===== src/rtl/scc_pkg.sv =====
// Constants and types of the surge comparator control block
package scc_pkg;

  // Register indices; byte address is four times the index
  localparam logic [9:0] SCC_IDX_FILTER_REF = 10'h09a;
  localparam logic [9:0] SCC_IDX_MODE       = 10'h09d;
  localparam logic [9:0] SCC_IDX_IRQ_STATUS = 10'h0a0;
  localparam logic [9:0] SCC_IDX_IRQ_MASK   = 10'h0a1;
  localparam logic [9:0] SCC_IDX_PULSE_CTRL = 10'h0a2;

  // comparator_mode fields
  localparam int SCC_MODE_EN_BIT     = 7;
  localparam int SCC_MODE_OEN_BIT    = 6;
  localparam int SCC_MODE_RAW_BIT    = 5;
  localparam int SCC_MODE_SURGE_BIT  = 4;
  localparam int SCC_MODE_EDGE_BIT   = 3;
  localparam int SCC_MODE_REF_LSB    = 0;
  localparam logic [7:0] SCC_MODE_RESET = 8'h00;

  // comparator_filter_ref fields
  localparam int SCC_FR_SRC_BIT = 2;
  localparam int SCC_FR_DB_LSB  = 0;
  localparam logic [2:0] SCC_FR_RESET = 3'h0;

  // Status and mask fields
  localparam int SCC_ST_EVENT_BIT = 0;
  localparam int SCC_ST_SURGE_BIT = 1;
  localparam logic [1:0] SCC_ST_RESET   = 2'h0;
  localparam logic [1:0] SCC_MASK_RESET = 2'h0;

  // pulse_ctrl fields
  localparam int SCC_PC_OUT_BIT   = 0;
  localparam int SCC_PC_TMR_BIT   = 1;
  localparam int SCC_PC_CMP0_BIT  = 2;
  localparam int SCC_PC_HOLD_BIT  = 3;
  localparam logic [2:0] SCC_PC_RESET = 3'h0;

  // Debounce lengths in cpu cycles for codes 01, 10, 11
  localparam logic [2:0] SCC_DB_CYC_1 = 3'h1;
  localparam logic [2:0] SCC_DB_CYC_2 = 3'h2;
  localparam logic [2:0] SCC_DB_CYC_3 = 3'h4;

  typedef enum logic [1:0] {
    SCC_ST_IDLE = 2'b01,
    SCC_ST_ACK  = 2'b10
  } scc_apb_e;

  typedef struct packed {
    scc_apb_e    st;
    logic        pready;
    logic        pslverr;
    logic [31:0] prdata;
    logic [7:0]  mode;
    logic [2:0]  filt_ref;
    logic [1:0]  status;
    logic [1:0]  mask;
    logic [2:0]  pulse;
    logic        hold;
    logic        hold_lvl;
    logic        raw;
    logic        filt;
    logic [2:0]  cnt;
    logic        irq;
    logic        res_oe;
    logic        res_out;
  } scc_state_s;

endpackage


===== src/rtl/scc_core.sv =====
// Surge comparator control: registers, debounce, edge trigger, surge stop
// Notes on behaviour
// - Enabling the comparator routes the negative pin to it and isolates GPIO; disabled, all pins are GPIO.
// - The result pin carries the comparator result only when enable and output enable are both set.
// - The raw result flag is an unlatched copy of the comparator output and reads 0 while disabled.
// - Edge select 0 triggers on a falling result, 1 on a rising result.
// - Edge detection works on the debounced result, not on the raw comparator output.
// - A trigger sets the event request flag, which stays set until software clears it.
// - With the interrupt enabled, a set event request flag raises the interrupt request.
// - The debounce code selects none, one, two or four cpu cycles.
// - The reference level code selects one of eight taps from the lowest to the highest.
// - The reference source bit selects device supply (0) or the internal 4V reference (1).
// - In surge mode with pulse output enabled, a trigger stops the pulse timer.
// - A surge stop clears pulse output enable, pulse timer enable and comparator 0 trigger mode.
// - After a surge stop the pulse pin becomes GPIO and holds the level it had.
// - A surge stop also sets the event request flag.
// - In green mode events are still latched but the interrupt does not wake the system.
`timescale 1ns/1ps
`default_nettype none

module scc_core
  import scc_pkg::*;
(
  input  wire logic        pclk,
  input  wire logic        presetn,
  input  wire logic        psel,
  input  wire logic        penable,
  input  wire logic        pwrite,
  input  wire logic [11:0] paddr,
  input  wire logic [31:0] pwdata,
  output logic             pready,
  output logic             pslverr,
  output logic [31:0]      prdata,
  input  wire logic        cmp_raw,
  input  wire logic        pulse_pin_level,
  input  wire logic        green_mode,
  output logic             cmp_enable,
  output logic             neg_pin_analog_sel,
  output logic             result_pin_oe,
  output logic             result_pin_out,
  output logic [2:0]       ref_level_select,
  output logic             ref_source_select,
  output logic             pulse_out_enable,
  output logic             pulse_timer_enable,
  output logic             cmp0_trigger_mode,
  output logic             pulse_pin_gpio_hold,
  output logic             pulse_pin_hold_level,
  output logic             irq
);

  scc_state_s s_q;
  scc_state_s s_d;

  logic [9:0]  idx;
  logic        hit;
  logic        acc;
  logic [31:0] rdata;
  logic [2:0]  db_len;
  logic        trig;
  logic        surge;
  logic [1:0]  st_clr;
  logic [2:0]  cnt_inc;

  always_comb begin
    s_d     = s_q;
    idx     = paddr[11:2];
    acc     = psel && penable && s_q.pready;
    trig    = 1'b0;
    surge   = 1'b0;
    st_clr  = 2'h0;
    cnt_inc = 3'(s_q.cnt + 3'h1);
    hit     = (idx == SCC_IDX_FILTER_REF) || (idx == SCC_IDX_MODE) ||
              (idx == SCC_IDX_IRQ_STATUS) || (idx == SCC_IDX_IRQ_MASK) ||
              (idx == SCC_IDX_PULSE_CTRL);

    rdata = 32'h0000_0000;
    case (idx)
      SCC_IDX_MODE: begin
        rdata[7:0] = s_q.mode;
        rdata[SCC_MODE_RAW_BIT] = s_q.raw;
      end
      SCC_IDX_FILTER_REF: rdata[2:0] = s_q.filt_ref;
      SCC_IDX_IRQ_STATUS: rdata[1:0] = s_q.status;
      SCC_IDX_IRQ_MASK:   rdata[1:0] = s_q.mask;
      SCC_IDX_PULSE_CTRL: rdata[3:0] = {s_q.hold, s_q.pulse};
      default:            rdata = 32'h0000_0000;
    endcase

    // One wait state: data captured in the first access cycle
    case (s_q.st)
      SCC_ST_IDLE: begin
        if (psel && penable) begin
          s_d.st      = SCC_ST_ACK;
          s_d.pready  = 1'b1;
          s_d.pslverr = !hit;
          s_d.prdata  = pwrite ? 32'h0000_0000 : rdata;
        end
      end
      SCC_ST_ACK: begin
        s_d.st      = SCC_ST_IDLE;
        s_d.pready  = 1'b0;
        s_d.pslverr = 1'b0;
        s_d.prdata  = 32'h0000_0000;
      end
      default: begin
        s_d.st      = SCC_ST_IDLE;
        s_d.pready  = 1'b0;
        s_d.pslverr = 1'b0;
        s_d.prdata  = 32'h0000_0000;
      end
    endcase

    if (acc && pwrite) begin
      case (idx)
        SCC_IDX_MODE: begin
          s_d.mode = pwdata[7:0];
          s_d.mode[SCC_MODE_RAW_BIT] = 1'b0;
        end
        SCC_IDX_FILTER_REF: s_d.filt_ref = pwdata[2:0];
        SCC_IDX_IRQ_MASK:   s_d.mask = pwdata[1:0];
        SCC_IDX_PULSE_CTRL: begin
          s_d.pulse = pwdata[2:0];
          // re-arm by software releases the pin hold
          if (pwdata[SCC_PC_OUT_BIT]) begin
            s_d.hold = 1'b0;
          end
        end
        default: s_d.mode = s_d.mode;
      endcase
    end

    // Only the bits actually returned by the read are cleared
    if (acc && !pwrite && idx == SCC_IDX_IRQ_STATUS) begin
      st_clr = s_q.prdata[1:0];
    end

    case (s_q.filt_ref[1:0])
      2'b01:   db_len = SCC_DB_CYC_1;
      2'b10:   db_len = SCC_DB_CYC_2;
      2'b11:   db_len = SCC_DB_CYC_3;
      default: db_len = 3'h0;
    endcase

    s_d.raw = s_q.mode[SCC_MODE_EN_BIT] && cmp_raw;

    if (!s_q.mode[SCC_MODE_EN_BIT]) begin
      s_d.filt = 1'b0;
      s_d.cnt  = 3'h0;
    end else if (db_len == 3'h0) begin
      s_d.filt = s_d.raw;
      s_d.cnt  = 3'h0;
    end else if (s_q.raw != s_q.filt) begin
      if (cnt_inc >= db_len) begin
        s_d.filt = s_q.raw;
        s_d.cnt  = 3'h0;
      end else begin
        s_d.cnt  = cnt_inc;
      end
    end else begin
      s_d.cnt = 3'h0;
    end

    trig = s_q.mode[SCC_MODE_EN_BIT] && (s_d.filt != s_q.filt) &&
           (s_d.filt == s_q.mode[SCC_MODE_EDGE_BIT]);

    surge = trig && s_q.mode[SCC_MODE_SURGE_BIT] &&
            s_q.pulse[SCC_PC_OUT_BIT];

    if (surge) begin
      // protection wins over a same-cycle software write
      s_d.pulse    = 3'h0;
      // pin held as GPIO at its present level
      s_d.hold     = 1'b1;
      s_d.hold_lvl = pulse_pin_level;
    end

    // sticky flags, set wins over clear
    s_d.status = (s_q.status & ~st_clr) | {surge, trig};

    // interrupt, held off in green mode
    s_d.irq = (|(s_d.status & s_d.mask)) && !green_mode;

    s_d.res_oe  = s_q.mode[SCC_MODE_EN_BIT] && s_q.mode[SCC_MODE_OEN_BIT];
    s_d.res_out = s_d.res_oe && s_d.raw;
  end

  always_ff @(posedge pclk or negedge presetn) begin
    if (!presetn) begin
      s_q.st       <= SCC_ST_IDLE;
      s_q.pready   <= 1'b0;
      s_q.pslverr  <= 1'b0;
      s_q.prdata   <= 32'h0000_0000;
      s_q.mode     <= SCC_MODE_RESET;
      s_q.filt_ref <= SCC_FR_RESET;
      s_q.status   <= SCC_ST_RESET;
      s_q.mask     <= SCC_MASK_RESET;
      s_q.pulse    <= SCC_PC_RESET;
      s_q.hold     <= 1'b0;
      s_q.hold_lvl <= 1'b0;
      s_q.raw      <= 1'b0;
      s_q.filt     <= 1'b0;
      s_q.cnt      <= 3'h0;
      s_q.irq      <= 1'b0;
      s_q.res_oe   <= 1'b0;
      s_q.res_out  <= 1'b0;
    end else begin
      s_q <= s_d;
    end
  end

  assign pready               = s_q.pready;
  assign pslverr              = s_q.pslverr;
  assign prdata               = s_q.prdata;
  // analog enable and negative pin routing
  assign cmp_enable           = s_q.mode[SCC_MODE_EN_BIT];
  assign neg_pin_analog_sel   = s_q.mode[SCC_MODE_EN_BIT];
  assign result_pin_oe        = s_q.res_oe;
  assign result_pin_out       = s_q.res_out;
  assign ref_level_select     = s_q.mode[SCC_MODE_REF_LSB +: 3];
  assign ref_source_select    = s_q.filt_ref[SCC_FR_SRC_BIT];
  assign pulse_out_enable     = s_q.pulse[SCC_PC_OUT_BIT];
  assign pulse_timer_enable   = s_q.pulse[SCC_PC_TMR_BIT];
  assign cmp0_trigger_mode    = s_q.pulse[SCC_PC_CMP0_BIT];
  assign pulse_pin_gpio_hold  = s_q.hold;
  assign pulse_pin_hold_level = s_q.hold_lvl;
  assign irq                  = s_q.irq;
endmodule

`default_nettype wire


===== config.mk =====
export PLATFORM = sky130hd
export DESIGN_NAME = scc_core
export DESIGN_NICKNAME = d
export VERILOG_FILES = /design/src/rtl/scc_pkg.sv /design/src/rtl/scc_core.sv
export SDC_FILE = /design/constraint.sdc
export NUM_CORES = 1
export LEC_CHECK = 0
export ABC_AREA = 1
export BUFFER_PORTS_ARGS = -buffer_cell sky130_fd_sc_hd__buf_4
export CORE_MARGIN = 1.5
export CORE_UTILIZATION = 35
export CTS_CLUSTER_DIAMETER = 50
export DETAILED_ROUTE_END_ITERATION = 8
export PLACE_DENSITY = 0.65
export SYNTH_ARGS = -nofsm -noshare
export SYNTH_HDL_FRONTEND = slang
export SYNTH_SLANG_ARGS = --single-unit

===== constraint.sdc =====
create_clock -name pclk -period 3.3 [get_ports pclk]
set_input_delay 0.495 -clock pclk [delete_from_list [all_inputs] [get_ports pclk]]
set_output_delay 0.495 -clock pclk [all_outputs]
set_load 0.01 [all_outputs]

==> results.cfg <==
[route]
avgRoutedWirePerCell_um = 11.8
dr_total_vias = 1662
dr.pass1.iters = 4
drt_wl_total_um = 4430
drt_iter0_markers = 84
drc = 0
final_antenna_net_count = 0
avgViaCountPerCell = 4.41

[synthesis]
synth_ff_type = dfrtp_1
synth-seq-area-share = 0.440
synth_edf_count = 0
synth_area_leaders = dfrtp_1 (43%), buf_4 (13%), nand2_1 (11%)
ys_types = 35
async_reset_ff_frac = 1.00
synth_top_area_frac = 0.428
ys_ff_latch = 38
synthTopCellsByCount = nand2_1 (61), dfrtp_1 (37), buf_4 (36)
synth_top_area_cell = dfrtp_1
syn-mean-instance-area_um2 = 8.32
synth_cells = 260
syn-cell-area_um2 = 2160
synth.most_common_cell = nand2_1
synth_warnings = 0

[clock_tree]
cts-resized-gates = 0
cts_setup_buffers = 0
cts_tree = done
root_buffer = clkbuf_8
path_clk_slew_ns = 0.08
h-tree-depth = 2
clock_path_buffers = 2
clock_latency_ns = 0.29
numCtsBuffers = 5
cts_sinks = 38
hold_buffers = 0

[grt]
grt_first_pass_wirelength_um = 7280
grt_antenna_before_repair = 0
grt_pass1_vias = 1582
grt_max_degree = 39
grt_overflow_total = 0
grt.total_usage = 0.144

[cells_and_area]
drive_above_1_share = 0.285
fin_cells = 377
nFillCells = 622
multiInputGateArea_um2 = 886
regArea_um2 = 952
syn_to_final_growth_pct = 17.7
antennaDiodeCount = 0
nNetsFinal = 357

[timing]
fin_setup_tns_ns = 0
worst_slew_pin_slew_ns = 0.594
holdWs_ns = 0.165
setup_violations = 0
fin_worst_skew_ns = 0.0111
max_freq_mhz = 426
fin_ws_ns = 0.950
drv_slew = 0
max_slew_margin = 0.603
period_share = 0.712
rsz0062_at_grt = false
hold_viol = 0
fin_crit_ns = 2.35

[worst_setup_path]
rr_startpoint = s_q[3]
rrSetupSlack_ns = 0.95
worstSetupStartpointType = register
reg2reg_depth = 13
critPathKind = reg -> reg
endpoint_kind = register
arrival_ns = 2.58
cp_max_fo = 4
worstPathRequired_ns = 3.53
rr_endpoint = irq

[hold_path]
hp-class = in -> async

[pwr]
power.leakage_nw = 1.38
power.density_nw_per_um2 = 381
ir_drop_uv = 190

[placement]
dp_hpwl_um = 3440
gp_congestion = 0.784
placed_cells = 369
port_buffers = 48
dp_worst_setup_slack_ns = 0.949

[floorplanning]
core-area_um2 = 5960
floorplan.initialDensity = 0.363
fp.dieW_um = 81.6
die_h_um = 81.6
ios = 100
dieArea_um2 = 6660
core.rowCount = 28

[flow_run]
max_cap_viol_count = 0

[outcome]
outcome = completed
per-layer routing:
metal / global-route usage / wire length, um / up-vias
met2: 0.230 / 2010 / 53
met3: 0.0322 / 264 / 7
met4: 0.0458 / 57 / 0
met1: 0.195 / 2100 / 762
li1: - / - / 840
met5: 0 / 0 / -
critical path, stage by stage, from the launching register on:
cell     delay (ns)
dfrtp_1        0.41
ha_1           0.22
xnor2_1        0.23
inv_1          0.07
ha_1           0.32
a21oi_2        0.18
nand3_1        0.12
nand2_1        0.08
nand2_1        0.07
nand3_2        0.08
nand4_2        0.16
nand2_1        0.15
nand2_1        0.07
a21oi_2        0.11
kinds of logic after synthesis:
kind of cell | synth area share
xor gates and xnor gates | 0.00810
other | 0.00173
and+or+nand+nor | 0.238
AOI/OAI and AO/OA | 0.0984
adders and majority gates | 0.0231
buffers and inverters | 0.190
DFF | 0.440
final cells by class:
cell class / count / share of cell area
clock inverter: 1 / 0.0118
timing repair buffer: 48 / 0.142
sequential: 38 / 0.374
multi-input combinational: 172 / 0.348
inverter: 36 / 0.0531
tap: 75 / 0.0369
clock buffer: 7 / 0.0339
sequential cells by signal, indices dropped and copies added, names as in the netlist:
signal and flops:
ref_level_select 3, pulse_pin_gpio_hold 1, ref_source_select 1, result_pin_oe 1, pslverr 1, pulse_pin_hold_level 1
s_q 16, irq 1, prdata 8, pulse_timer_enable 1, cmp_enable 1, pulse_out_enable 1
result_pin_out 1, cmp0_trigger_mode 1
how the worst max path moves through the flow:
stage / end / depth (start not counted) / from / slack, ns
detailed placement: irq / 13 / s_q[3] / 0.95
global placement: irq / 13 / s_q[3] / 0.99
CTS: irq / 13 / s_q[3] / 0.92
global route: irq / 13 / s_q[3] / 0.67
finish: irq / 13 / s_q[3] / 0.95
floorplan: irq / 13 / s_q[3] / 1.27
through the flow:
step	utilization	cell area, um^2	total power [mW]
final	0.427	2540	0.970
after global routing	0.427	2540	1.01
after CTS	0.427	2540	0.977
after detailed placement	0.408	2430	0.567
after global placement	0.408	2430	0.566
after floorplan	-	2250	0.543
cell usage in the layout (no fill, tap or decap), drive strengths merged, types with 2 or more instances in the layout:
cell type and count:
inv 34, clkinv 2, ha 4, nor3 3, nand2 66, nand3 10, clkbuf 7, nand4 3
conb 24, dfrtp 37, o21ai 20, buf 48, a21oi 11, nor2 24
power breakdown:
group          internal [mW]  total [mW]  switching (mW)
registers              0.471       0.475         0.00356
logic                 0.0304      0.0820          0.0515
clock network          0.247       0.413           0.166
Note: power is estimated with default switching activity, not from simulation.
